--- src/pkg/pwe_pkg.sv ---
// Constants, register map and types of the power and wake event control
package pwe_pkg;
    // ------------------------------------------------------------------
    // Register map
    // ------------------------------------------------------------------
    localparam int ADDR_W = 8;
    localparam int DATA_W = 16;
    localparam logic [7:0] OFS_MODE_STATUS = 8'h32;
    localparam logic [7:0] OFS_EVENT_ENABLE = 8'h34;
    localparam logic [7:0] OFS_DWELL = 8'h36;
    localparam logic [15:0] RD_UNMAPPED = 16'h0000;

    // ------------------------------------------------------------------
    // Field positions
    // ------------------------------------------------------------------
    localparam int BIT_WAKE_FRAME = 5;
    localparam int BIT_REMOTE_WAKE = 4;
    localparam int BIT_LINK_UP = 3;
    localparam int BIT_ENERGY = 2;
    localparam int EVT_LO = 2;
    localparam int EVT_HI = 5;
    localparam int EN_POLARITY = 4;
    localparam int EN_HI = 3;
    localparam int NUM_EVT = 4;
    localparam int EN_REG_W = 5;
    localparam int MODE_W = 2;

    // ------------------------------------------------------------------
    // Reset values
    // ------------------------------------------------------------------
    localparam logic [7:0] DWELL_RESET = 8'h8E;
    localparam logic [4:0] ENABLE_RESET = 5'h00;
    localparam logic [3:0] STATUS_RESET = 4'h0;

    // ------------------------------------------------------------------
    // Timing
    // ------------------------------------------------------------------
    localparam int CLK_HZ = 20_000_000;
    localparam int DWELL_UNIT_MS = 20;
    localparam int UNIT_CYCLES_I = CLK_HZ / 1000 * DWELL_UNIT_MS;
    localparam int TICK_W = 20;

    // Power mode codes
    typedef enum logic [1:0] {
        PWE_MODE_NORMAL = 2'h0,
        PWE_MODE_ENERGY = 2'h1,
        PWE_MODE_SOFT_PD = 2'h2,
        PWE_MODE_RSVD = 2'h3
    } pwe_mode_e;

    // Sleep sequencer states
    typedef enum logic [2:0] {
        PWE_ST_AWAKE = 3'h1,
        PWE_ST_WAIT = 3'h2,
        PWE_ST_LOW = 3'h4
    } pwe_state_e;
endpackage : pwe_pkg

--- src/pkg/pwe_tick_if.sv ---
// Interface carrying the dwell unit tick between the sequencer modules
`timescale 1ns/1ps
interface pwe_tick_if;
    logic clear;
    logic tick;
    modport src (input clear, output tick);
    modport snk (output clear, input tick);
endinterface : pwe_tick_if

--- src/logic/pwe_control.sv ---
// Power mode, wake event status, event pin and go-sleep sequencer
//
// How it works
// [RQ1] A host queue unit wake-up frame sets status bit 5; a one clears it.
// [RQ2] A remote-wake packet on either port sets bit 4; a one clears it.
// [RQ3] Link-up on either port sets status bit 3; a one clears it.
// [RQ4] Line energy on either port sets status bit 2; a one clears it.
// [RQ5] Mode 00 normal, 01 energy detect, 10 soft power-down; resets to 00.
// [RQ6] Enable bit 4 set makes the event pin active high, clear active low.
// [RQ7] Enable bit 3 lets a wake-up frame drive the event pin.
// [RQ8] Enable bit 2 lets a remote-wake packet drive the event pin.
// [RQ9] Enable bit 1 lets a link-up drive the event pin.
// [RQ10] Enable bit 0 lets line energy drive the event pin.
// [RQ11] Energy detect mode sleeps after go-sleep times 20 ms with no energy.
// [RQ12] The go-sleep field resets to 0x8E.
// [RQ13] The ten upper bits of the mode and status register read as zero.
// [RQ14] The pin is active at its polarity while an enabled status bit is set.
`timescale 1ns/1ps
module pwe_control #(
    parameter int UNIT_CYCLES = pwe_pkg::UNIT_CYCLES_I
) (
    input wire logic core_clk,
    input wire logic rst_n,
    input wire logic reg_wr,
    input wire logic reg_rd,
    input wire logic [pwe_pkg::ADDR_W-1:0] reg_addr,
    input wire logic [pwe_pkg::DATA_W-1:0] reg_wdata,
    output logic [pwe_pkg::DATA_W-1:0] reg_rdata,
    input wire logic wake_frame_det,
    input wire logic remote_wake_det,
    input wire logic link_up_det,
    input wire logic energy_det,
    output logic wake_event_output,
    output pwe_pkg::pwe_mode_e power_mode,
    output logic low_power
);
    import pwe_pkg::*;

    // ------------------------------------------------------------------
    // State
    // ------------------------------------------------------------------
    typedef struct packed {
        logic [NUM_EVT-1:0] sync1;
        logic [NUM_EVT-1:0] sync2;
        logic [NUM_EVT-1:0] status;
        logic [EN_REG_W-1:0] enable;
        pwe_mode_e mode;
        logic [7:0] dwell;
        logic [7:0] units;
        pwe_state_e seq;
        logic [DATA_W-1:0] rdata;
        logic pin;
    } pwe_ctl_s;

    pwe_ctl_s st;
    pwe_ctl_s next_st;
    pwe_tick_if tk();
    logic [NUM_EVT-1:0] raw_evt;
    logic [NUM_EVT-1:0] w1c;
    logic pin_active;

    // Address decode used by both write and read paths
    function automatic logic hit(input logic [ADDR_W-1:0] a,
                                 input logic [7:0] ofs);
        hit = (a == ofs);
    endfunction : hit

    // ------------------------------------------------------------------
    // Divider for the 20 ms dwell unit
    // ------------------------------------------------------------------
    pwe_tick_gen #(.UNIT_CYCLES(UNIT_CYCLES)) u_tick (
        .core_clk(core_clk),
        .rst_n(rst_n),
        .tk(tk)
    );

    assign raw_evt = {wake_frame_det, remote_wake_det, link_up_det,
                      energy_det};
    assign w1c = (reg_wr && hit(reg_addr, OFS_MODE_STATUS))
                 ? reg_wdata[EVT_HI:EVT_LO] : '0;
    // Any enabled sticky event makes the pin active
    assign pin_active = |(st.status & st.enable[EN_HI:0]); // [RQ14]
    assign tk.clear = (st.seq != PWE_ST_WAIT) || st.sync2[0];

    // Next-state logic for registers, events and sequencer
    always_comb begin
        next_st = st;
        next_st.sync1 = raw_evt;
        next_st.sync2 = st.sync1;
        // Sticky events; a new event wins over a same-cycle clear
        for (int i = 0; i < NUM_EVT; i++) begin // [RQ1][RQ2][RQ3][RQ4]
            next_st.status[i] = st.sync2[i] | (st.status[i] & ~w1c[i]);
        end
        if (reg_wr && hit(reg_addr, OFS_MODE_STATUS)) begin
            next_st.mode = pwe_mode_e'(reg_wdata[MODE_W-1:0]); // [RQ5]
        end
        if (reg_wr && hit(reg_addr, OFS_EVENT_ENABLE)) begin
            next_st.enable = reg_wdata[EN_REG_W-1:0]; // [RQ7][RQ8][RQ9][RQ10]
        end
        if (reg_wr && hit(reg_addr, OFS_DWELL)) begin
            next_st.dwell = reg_wdata[7:0]; // [RQ11]
        end
        // Read data registered, reserved bits zero
        next_st.rdata = RD_UNMAPPED;
        if (reg_rd) begin
            if (hit(reg_addr, OFS_MODE_STATUS)) begin
                next_st.rdata = {10'h000, st.status, st.mode}; // [RQ13]
            end else if (hit(reg_addr, OFS_EVENT_ENABLE)) begin
                next_st.rdata = {11'h000, st.enable};
            end else if (hit(reg_addr, OFS_DWELL)) begin
                next_st.rdata = {8'h00, st.dwell};
            end
        end
        // Pin level at the selected polarity
        next_st.pin = st.enable[EN_POLARITY] ? pin_active // [RQ6] [RQ14]
                                             : ~pin_active;
        // Go-sleep sequencer
        unique case (st.seq)
            PWE_ST_AWAKE: begin
                next_st.units = '0;
                if (st.mode == PWE_MODE_ENERGY && !st.sync2[0]) begin
                    next_st.seq = PWE_ST_WAIT;
                end
            end
            PWE_ST_WAIT: begin
                if (st.mode != PWE_MODE_ENERGY || st.sync2[0]) begin
                    next_st.seq = PWE_ST_AWAKE; // [RQ11]
                    next_st.units = '0;
                end else if (st.units >= st.dwell) begin
                    next_st.seq = PWE_ST_LOW; // [RQ11]
                end else if (tk.tick) begin
                    next_st.units = st.units + 8'h01;
                end
            end
            PWE_ST_LOW: begin
                if (st.mode != PWE_MODE_ENERGY || st.sync2[0]) begin
                    next_st.seq = PWE_ST_AWAKE;
                end
            end
            default: begin
                next_st.seq = PWE_ST_AWAKE;
            end
        endcase
    end

    // State register with its reset values
    always_ff @(posedge core_clk or negedge rst_n) begin
        if (!rst_n) begin
            st.sync1 <= '0;
            st.sync2 <= '0;
            st.status <= STATUS_RESET;
            st.enable <= ENABLE_RESET;
            st.mode <= PWE_MODE_NORMAL; // [RQ5]
            st.dwell <= DWELL_RESET; // [RQ12]
            st.units <= '0;
            st.seq <= PWE_ST_AWAKE;
            st.rdata <= '0;
            st.pin <= 1'b1; // Inactive for the active-low default
        end else begin
            st <= next_st;
        end
    end

    assign reg_rdata = st.rdata;
    assign wake_event_output = st.pin;
    assign power_mode = st.mode;
    assign low_power = (st.seq == PWE_ST_LOW);

    // ------------------------------------------------------------------
    // Assertions
    // ------------------------------------------------------------------
    property p_rq1;
        @(posedge core_clk) disable iff (!rst_n)
        st.sync2[3] |=> st.status[3];
    endproperty
    a_rq1: assert property (p_rq1) // [RQ1]
        else $error("frame status not set");

    property p_rq2;
        @(posedge core_clk) disable iff (!rst_n)
        st.status[2] && !w1c[2] |=> st.status[2];
    endproperty
    a_rq2: assert property (p_rq2) // [RQ2]
        else $error("remote status lost");

    // A link-up seen in the clearing cycle still sets the bit
    property p_rq3_set;
        @(posedge core_clk) disable iff (!rst_n)
        st.sync2[1] |=> st.status[1];
    endproperty
    a_rq3_set: assert property (p_rq3_set) // [RQ3]
        else $error("link status not set");

    property p_rq3;
        @(posedge core_clk) disable iff (!rst_n)
        w1c[1] && !st.sync2[1] |=> !st.status[1];
    endproperty
    a_rq3: assert property (p_rq3) // [RQ3]
        else $error("link status not cleared");

    property p_rq4;
        @(posedge core_clk) disable iff (!rst_n)
        energy_det ##2 1'b1 |=> st.status[0];
    endproperty
    a_rq4: assert property (p_rq4) // [RQ4]
        else $error("energy status not set");

    property p_rq5;
        @(posedge core_clk) disable iff (!rst_n)
        reg_wr && hit(reg_addr, OFS_MODE_STATUS)
        |=> power_mode == $past(reg_wdata[1:0]);
    endproperty
    a_rq5: assert property (p_rq5) // [RQ5]
        else $error("mode not written");

    // Idle level follows the polarity in force when it was launched
    property p_rq6;
        @(posedge core_clk) disable iff (!rst_n)
        !pin_active && $stable(st.enable)
        |=> wake_event_output == ~$past(st.enable[EN_POLARITY]);
    endproperty
    a_rq6: assert property (p_rq6) // [RQ6]
        else $error("idle pin level wrong");

    property p_rq14;
        @(posedge core_clk) disable iff (!rst_n)
        pin_active && st.enable[EN_POLARITY] |=> wake_event_output;
    endproperty
    a_rq14: assert property (p_rq14) // [RQ14]
        else $error("pin not asserted");

    // Active-high pin drops once no enabled bit is left
    property p_rq14_off;
        @(posedge core_clk) disable iff (!rst_n)
        !pin_active && st.enable[EN_POLARITY] |=> !wake_event_output;
    endproperty
    a_rq14_off: assert property (p_rq14_off) // [RQ14]
        else $error("pin not released");

    property p_rq7;
        @(posedge core_clk) disable iff (!rst_n)
        st.status == 4'h8 && !st.enable[3] && !st.enable[EN_POLARITY]
        |=> wake_event_output;
    endproperty
    a_rq7: assert property (p_rq7) // [RQ7]
        else $error("masked frame drove pin");

    // Masked remote-wake status leaves the pin idle
    property p_rq8;
        @(posedge core_clk) disable iff (!rst_n)
        st.status == 4'h4 && !st.enable[2] && !st.enable[EN_POLARITY]
        |=> wake_event_output;
    endproperty
    a_rq8: assert property (p_rq8) // [RQ8]
        else $error("masked remote wake drove pin");

    // Masked link-up status leaves the pin idle
    property p_rq9;
        @(posedge core_clk) disable iff (!rst_n)
        st.status == 4'h2 && !st.enable[1] && !st.enable[EN_POLARITY]
        |=> wake_event_output;
    endproperty
    a_rq9: assert property (p_rq9) // [RQ9]
        else $error("masked link-up drove pin");

    // Masked energy status leaves the pin idle
    property p_rq10;
        @(posedge core_clk) disable iff (!rst_n)
        st.status == 4'h1 && !st.enable[0] && !st.enable[EN_POLARITY]
        |=> wake_event_output;
    endproperty
    a_rq10: assert property (p_rq10) // [RQ10]
        else $error("masked energy drove pin");

    // Low power is entered only from a full quiet dwell in energy mode
    property p_rq11;
        @(posedge core_clk) disable iff (!rst_n)
        $rose(low_power) |-> $past(st.mode) == PWE_MODE_ENERGY
                             && $past(st.units) >= $past(st.dwell);
    endproperty
    a_rq11: assert property (p_rq11) // [RQ11]
        else $error("sleep too early");

    // The dwell count moves only on a unit tick
    property p_rq11_hold;
        @(posedge core_clk) disable iff (!rst_n)
        st.seq == PWE_ST_WAIT && !tk.tick
        |=> $stable(st.units) || st.seq != PWE_ST_WAIT;
    endproperty
    a_rq11_hold: assert property (p_rq11_hold) // [RQ11]
        else $error("dwell count moved without tick");

    // Energy on the line always ends low power
    property p_rq11_wake;
        @(posedge core_clk) disable iff (!rst_n)
        st.sync2[0] |=> !low_power;
    endproperty
    a_rq11_wake: assert property (p_rq11_wake) // [RQ11]
        else $error("energy did not wake");

    // Registers leave reset at their reset values
    property p_rq12;
        @(posedge core_clk)
        $rose(rst_n) |-> st.dwell == DWELL_RESET
                         && st.mode == PWE_MODE_NORMAL
                         && st.enable == ENABLE_RESET;
    endproperty
    a_rq12: assert property (p_rq12) // [RQ12]
        else $error("reset value wrong");

    property p_rq13;
        @(posedge core_clk) disable iff (!rst_n)
        reg_rd && hit(reg_addr, OFS_MODE_STATUS) |=> reg_rdata[15:6] == 10'h000;
    endproperty
    a_rq13: assert property (p_rq13) // [RQ13]
        else $error("reserved bits set");
endmodule : pwe_control

--- src/logic/pwe_tick_gen.sv ---
// Divider that pulses once per dwell unit while the sequencer lets it run
`timescale 1ns/1ps
module pwe_tick_gen #(
    parameter int UNIT_CYCLES = pwe_pkg::UNIT_CYCLES_I
) (
    input wire logic core_clk,
    input wire logic rst_n,
    pwe_tick_if.src tk
);
    import pwe_pkg::*;

    typedef struct packed {
        logic [TICK_W-1:0] cnt;
        logic tick;
    } pwe_tick_s;

    pwe_tick_s st;
    pwe_tick_s next_st;
    localparam logic [TICK_W-1:0] LAST = TICK_W'(UNIT_CYCLES - 1);

    // Count cycles, restart on clear, pulse on wrap
    always_comb begin
        next_st = st;
        next_st.tick = 1'b0;
        if (tk.clear) begin
            next_st.cnt = '0;
        end else if (st.cnt == LAST) begin
            next_st.cnt = '0;
            next_st.tick = 1'b1;
        end else begin
            next_st.cnt = st.cnt + 1'b1;
        end
    end

    always_ff @(posedge core_clk or negedge rst_n) begin
        if (!rst_n) begin
            st <= '0;
        end else begin
            st <= next_st;
        end
    end

    assign tk.tick = st.tick;

    // No tick in the cycle right after a clear
    property p_tick_spacing;
        @(posedge core_clk) disable iff (!rst_n)
        st.tick |-> !$past(tk.clear);
    endproperty
    a_tick_spacing: assert property (p_tick_spacing)
        else $error("tick after clear");
endmodule : pwe_tick_gen

--- config.mk ---
export PLATFORM = sky130hd
export DESIGN_NAME = pwe_control
export DESIGN_NICKNAME = d
export VERILOG_FILES = /design/src/pkg/pwe_pkg.sv /design/src/pkg/pwe_tick_if.sv /design/src/logic/pwe_control.sv /design/src/logic/pwe_tick_gen.sv
export SDC_FILE = /design/constraint.sdc
export NUM_CORES = 1
export LEC_CHECK = 0
export ABC_AREA = 0
export BUFFER_PORTS_ARGS = -buffer_cell sky130_fd_sc_hd__buf_2
export CELL_PAD_IN_SITES_DETAIL_PLACEMENT = 0
export CELL_PAD_IN_SITES_GLOBAL_PLACEMENT = 1
export CORE_UTILIZATION = 40
export DETAILED_ROUTE_END_ITERATION = 16
export MAX_ROUTING_LAYER = met4
export PLACE_DENSITY = 0.7
export SYNTH_ARGS = -nofsm -noshare
export SYNTH_HDL_FRONTEND = slang
export SYNTH_SLANG_ARGS = --single-unit
export TNS_END_PERCENT = 10
--- constraint.sdc ---
create_clock -name core_clk -period 2.8 [get_ports core_clk]
set_input_delay 0.7 -clock core_clk [delete_from_list [all_inputs] [get_ports core_clk]]
set_output_delay 0.7 -clock core_clk [all_outputs]
set_load 0.005 [all_outputs]
==> flow_summary_export.csv, run 1 <==
group,metric,value,unit
logic_synthesis,syn_inst,305,
placement,dp_hpwl,4410,um
power,power_density,520,nW/um2
placement,io_buffers,35,
setup_path,end_kind,"register",
sta,timing.final.ws_setup,364,ps
sta,maxSlewHeadroom,55.4,%
setup_path,max_stage_delay,540,ps
setup_path,crit_chain,"inv_1 > ha_1 > and3_4 > a221o_1 > a2111oi_0 > a211o_2 > o211ai_1",
sta,setup_viol,0,
logic_synthesis,synth-async-reset-ratio,100,%
sta,worst_slew_pin_slew,669,ps
setup_path,start_kind,"register",
logic_synthesis,syn_area,3320,um2
detailed_routing,drtPass1Iterations,4,
clocking,ctsHoldBuffers,0,
sta,finClkSkew,3.70,ps
setup_path,arrival,2630,ps
global_routing,grt_pass1_vias,2205,
detailed_routing,detail_route.wl_per_cell,14.0,um
logic_synthesis,yosysSeqAreaShare,51.5,%
setup_path,cp.buffers_inverters,1,
logic_synthesis,ys_ff_latch,68,
finish,antenna_cells,0,
power,peakVddDrop,313,uV
logic_synthesis,synth_edf_count,0,
sta,rsz0062_at_grt,"no",
detailed_routing,first_iter_violations,94,
floorplan,initial_utilization,42.1,%
detailed_routing,via_count,2237,
logic_synthesis,synth_top_area_share,46.7,%
clocking,post-cts-setup-buffers,0,
floorplan,die_h,93.1,um
setup_path,worstSetupPathType,"register to register",
clocking,clk_latency,330,ps
global_routing,grt_pass1_wl,10700,um
global_routing,grt_max_degree,45,
logic_synthesis,syn_area_per_cell,10.9,um2
global_routing,antenna_found_initial,0,
clocking,cts_made_buffers,9,
power,p_leak,1.69,nW
global_routing,grt_use_total,16.5,%
detailed_routing,wirelength,6230,um
setup_path,slowest_stage,"a2111oi_0",
placement,gp_congestion,0.785,
finish,area_delta_synth_final,12.3,%
sta,fin_crit_sh,87.0,%
clocking,cts_buffer_depth,2,
flow_run,cap_violations,0,
setup_path,r2r_slack,360,ps
clocking,h-tree-depth,3,
detailed_routing,drc_errors,0,
status,outcome,"complete, no violations",
clocking,cts_tree,"done",
detailed_routing,detail_route.vias_per_cell,5.03,
worst_hold_path,hold_class,"register to register",
sta,max_freq,410,MHz
detailed_routing,ant_nets,0,
sta,finalMaxSlewViolations,0,
sta,tns,0,ps
clocking,ctsRootBufferMaster,"clkbuf_8",
floorplan,dieArea,8670,um2
setup_path,required,2990,ps
clocking,cts_resized,0,
floorplan,dieWidth,93.1,um
clocking,numClockSinks,68,
floorplan,rows,32,
clocking,clk_pin_slew_worst_paths,70,ps
logic_synthesis,synth_largest_area_cell,"dfrtp_1",
floorplan,io_pins,52,
global_routing,grt.overflow.total,0,
logic_synthesis,ys.flop_type,"dfrtp_1",
sta,final-hold-violation-count,0,
finish,finalNetCount,380,
setup_path,crit_path_max_fanout,3,
finish,drive_gt1_share,26.2,%
placement,dp_slack,383,ps
logic_synthesis,synthTopCellsByArea,"dfrtp_1 47%, mux2_2 6.8%, dfstp_2 4.7%, buf_4 4.1%, nor2_1 4.1%",
logic_synthesis,ys_warn_count,0,
sta,post-route-min-period,2440,ps
logic_synthesis,yosys.cell_types.count,55,
setup_path,critPathTopFamily,"compound AO/OA/AOI/OAI gates",
floorplan,core,7890,um2
cell usage after synthesis (2+ instances only):
master     n
a211oi_1   2
a21o_1     7
a21o_2     2
a21oi_1    2
a22oi_1    5
a31oi_1    5
and3_1     5
and4_1     2
buf_2      3
buf_4     18
dfrtp_1   62
dfstp_2    6
ha_1      10
inv_1     14
mux2_2    20
nand2_1   18
nand2b_1   4
nand3_1   13
nand3b_1   2
nand4_1    8
nor2_1    36
nor3_1     5
nor3b_1    2
o211ai_1   2
o21ai_0    4
or4_1      2
xnor2_1    5
xor2_1    14
sequential cells by signal, summed over array words and instances, names as in the netlist:
register	flops
wake_event_output	1
next_st	4
reg_rdata	8
power_mode	2
u_tick.tk.tick	1
st	32
u_tick.st	20
worst register-to-register path, delay by kind of cell (launching register included):
kind	cells	cell delay, ps
buffers and inverters	1	50
AND/OR/NAND/NOR	1	170
AO/OA/AOI/OAI	4	1240
adder cells (fa/ha/maj)	1	300
flip-flops	1	530
power breakdown:
group	internal (mW)	switching [mW]	total, mW
combinational	0.0500	0.0647	0.115
sequential	1.01	0.0130	1.02
clock	0.434	0.370	0.803
total	1.49	0.448	1.94
metal layers:
| layer | track usage [%] | up-vias | part of all wire [%] |
|---|---|---|---|
| met5 | - | - | 0 |
| met2 | 26.5 | 34 | 48 |
| li1 | - | 1115 | - |
| met3 | 4.96 | 6 | 3.7 |
| met4 | 3.85 | 0 | 0.92 |
| met1 | 20.5 | 1082 | 47 |
cell families after synthesis:
kind of cell / synth area share [%]
AND/OR/NAND/NOR: 16.4
flip-flops: 51.5
AO/OA/AOI/OAI: 9.80
buffers and inverters: 6.33
multiplexers: 7.08
XOR/XNOR: 5.01
adder cells (fa/ha/maj): 3.77
other: 0.113
layout make-up:
| type | instances | area (um2) |
|---|---|---|
| Fill cell | 748 | 4160 |
| Sequential cell | 68 | 1710 |
| Multi-Input combinational cell | 207 | 1430 |
| Timing Repair Buffer | 38 | 210 |
| Clock buffer | 10 | 138 |
| Tap cell | 102 | 128 |
| Clock inverter | 6 | 63.8 |
| Inverter | 14 | 52.6 |
path summary, 6_finish.rpt:
kind | cells past startpoint | from | to
max in group asynchronous | 2 | rst_n | st[31]$_DFFE_PN1P_
min in group asynchronous | 1 | rst_n | st[26]$_DFFE_PN0P_
worst min register to register | 0 | next_st[50]$_DFF_PN0_ | st[50]$_DFF_PN0_
worst max-delay path | 7 | st[35]$_DFFE_PN1P_ | st[27]$_DFFE_PN0P_
worst max register to register | 7 | st[35]$_DFFE_PN1P_ | st[27]$_DFFE_PN0P_
worst min-delay path | 0 | next_st[50]$_DFF_PN0_ | st[50]$_DFF_PN0_
cells in the final DEF, fill, tap and decap left out, types with 6 or more instances in the layout:
master | netlist | final
conb_1 | 1 | 8
buf_2 | 3 | 35
nand2_1 | 18 | 18
dfstp_2 | 6 | 6
clkbuf_8 | 0 | 10
ha_1 | 10 | 10
inv_1 | 14 | 14
mux2_2 | 20 | 20
a21o_1 | 7 | 7
nand4_1 | 8 | 8
xor2_1 | 14 | 14
nor2_1 | 36 | 36
nand3_1 | 13 | 13
dfrtp_1 | 62 | 62
metrics by stage:
stage	power [mW]	area (um2)	util [%]	std cells	hold WS (ps)
after floorplan	1.10	3350	-	312	331
after global placement	1.15	3530	44.7	429	331
after detailed placement	1.16	3530	44.7	429	335
after CTS	1.97	3730	47.3	445	350
after global routing	2.03	3730	47.3	445	353
final	1.94	3730	47.3	445	350
Note: power is estimated with default switching activity, not from simulation.
==> run 2: changes to the inputs <==
--- a/config.mk
+++ b/config.mk
@@ -12,7 +12,7 @@
 export CORE_UTILIZATION = 40
 export DETAILED_ROUTE_END_ITERATION = 16
 export MAX_ROUTING_LAYER = met4
-export PLACE_DENSITY = 0.7
+export PLACE_DENSITY = 0.72
 export SYNTH_ARGS = -nofsm -noshare
 export SYNTH_HDL_FRONTEND = slang
 export SYNTH_SLANG_ARGS = --single-unit
==> constraint.sdc (replaced) <==
create_clock -name core_clk -period 2.18 [get_ports core_clk]
set_input_delay 0.545 -clock core_clk [delete_from_list [all_inputs] [get_ports core_clk]]
set_output_delay 0.545 -clock core_clk [all_outputs]
set_load 0.005 [all_outputs]
==> run 2 against run 1 <==
The run now ends with setup timing left. First-iteration DRC count increased by 2.1%. Cell count increased by 3.1%. Register-to-register slack got worse by 370 ps. Non-clock buffer count increased by 14. Critical path type unchanged. Largest power group is now clock.
==> flow_summary_export.csv, run 2 (synthesis results as in run 1) <==
group,metric,value,unit
power,power_density,721,nW/um2
setup_path,reg2reg_depth,7,
setup_path,start_kind,"register",
status,outcome,"complete, but fails checks",
sta,post-route-min-period,2190,ps
detailed_routing,drc_errors,0,
setup_path,required,2460,ps
clocking,clk_latency,340,ps
finish,final_common_cell,"dfrtp_1",
detailed_routing,first_iter_violations,96,
sta,tns,-7.48,ps
finish,finalNetCount,394,
floorplan,dieWidth,93.1,um
sta,max_freq,457,MHz
global_routing,grt_max_degree,69,
clocking,cts_buffer_depth,2,
floorplan,initial_utilization,42.1,%
placement,dp_hpwl,4480,um
sta,setup_viol,1,
finish,antenna_cells,0,
detailed_routing,ant_nets,0,
clocking,numClockSinks,68,
power,p_leak,1.80,nW
power,power,2.84,mW
sta,finalMaxSlewViolations,0,
floorplan,rows,32,
detailed_routing,dr_wl_met3,234,um
placement,place_area,3630,um2
clocking,clk_pin_slew_worst_paths,80,ps
sta,maxSlewHeadroom,65.9,%
sta,fin_crit_sh,100,%
placement,gp_congestion,0.785,
global_routing,grt_pass1_vias,2254,
finish,area_delta_synth_final,18.6,%
global_routing,grt_pass1_wl,10800,um
finish,filler_cell_count,761,
sta,final-hold-violation-count,0,
sta,finClkSkew,5.45,ps
finish,mostFrequentLayoutCells,"62 x dfrtp_1, 36 x nor2_1, 35 x buf_2",
placement,io_buffers,35,
sta,worst_slew_pin_slew,507,ps
global_routing,antenna_found_initial,0,
finish,fin_area,3940,um2
clocking,ctsRootBufferMaster,"clkbuf_8",
global_routing,grt_use_total,16.7,%
detailed_routing,wirelength,6330,um
setup_path,arrival,2460,ps
floorplan,core,7890,um2
placement,dp.cells,443,
clocking,cts_tree,"done",
finish,largest_register_ff_count,32,
detailed_routing,met2_length,3080,um
detailed_routing,detail_route.vias_per_cell,5.07,
detailed_routing,wl_met1,2950,um
flow_run,cap_violations,0,
floorplan,die_h,93.1,um
finish,regMostFlops,"st",
sta,timing.final.ws_setup,-7.48,ps
detailed_routing,dr.max_layer_used,"met4",
detailed_routing,drtPass1Iterations,4,
sta,rsz0062_at_grt,"yes",
floorplan,io_pins,52,
placement,dp_slack,-42.1,ps
setup_path,worstSetupPathType,"register to register",
setup_path,crit_path_max_fanout,6,
finish,final_cells,459,
clocking,h-tree-depth,3,
finish,drive_gt1_share,31.1,%
setup_path,end_kind,"register",
clocking,cts_made_buffers,9,
status,violations,"setup timing",
clocking,post-cts-setup-buffers,0,
detailed_routing,detail_route.wl_per_cell,13.8,um
power,peakVddDrop,384,uV
global_routing,grt.overflow.total,0,
detailed_routing,via_count,2325,
floorplan,dieArea,8670,um2
worst_hold_path,hold_class,"input pin to async pin",
run 2: power by group:
group / total (mW) / switching (mW) / leakage [nW] / internal, mW
clock network: 1.37 / 0.491 / 0.134 / 0.883
registers: 1.31 / 0.0156 / 0.887 / 1.29
logic: 0.160 / 0.0867 / 0.780 / 0.0731
total: 2.84 / 0.593 / 1.80 / 2.25
run 2: routing by layer:
layer / vias to the layer above / track usage, %
li1: 1140 / -
met1: 1141 / 21.5
met2: 38 / 25.4
met3: 6 / 5.28
met4: 0 / 5.00
met5: - / -
run 2: cell type report:
class / instances / area [um2] / share of cell area (%)
multi-input combinational: 207 / 1460 / 37.2
inverter: 14 / 52.6 / 1.33
clock inverter: 7 / 146 / 3.72
sequential: 68 / 1710 / 43.4
tap: 102 / 128 / 3.24
clock buffer: 9 / 124 / 3.14
timing repair buffer: 52 / 315 / 8.01
run 2: worst paths after layout:
kind	slack [ps]	to	from
max	-7	st[26]$_DFFE_PN0P_	st[35]$_DFFE_PN1P_
min	200	st[22]$_DFFE_PN0P_	rst_n
max reg2reg	-7	st[26]$_DFFE_PN0P_	st[35]$_DFFE_PN1P_
min reg2reg	360	st[49]$_DFF_PN0_	next_st[49]$_DFF_PN0_
max in group asynchronous	1620	wake_event_output$_DFF_PN1_	rst_n
min in group core_clk	310	next_st[47]$_DFF_PN0_	energy_det
run 2: metrics by stage:
stage / hold slack [ps] / util, %
2_1_floorplan: 249 / -
3_3_place_gp: 332 / 46.1
3_5_place_dp: 345 / 46.1
4_1_cts: 214 / 49.7
5_1_grt: 218 / 49.9
6_report: 201 / 49.9
run 2: worst max-delay path: stages (launching register included):
cell and delay, ps:
dfstp_2 540, inv_2 50, ha_4 210, and3_4 150, a221o_1 400, a21o_4 230
or4b_4 480, nand3_2 80
run 2: timing repair:
action                                  4_1_cts  5_1_grt
hold buffers                                  0        0
pin swaps                                     0        3
endpoints found under the hold margin         0        0
resized for setup                             2        7
endpoints found under the setup margin        3        3
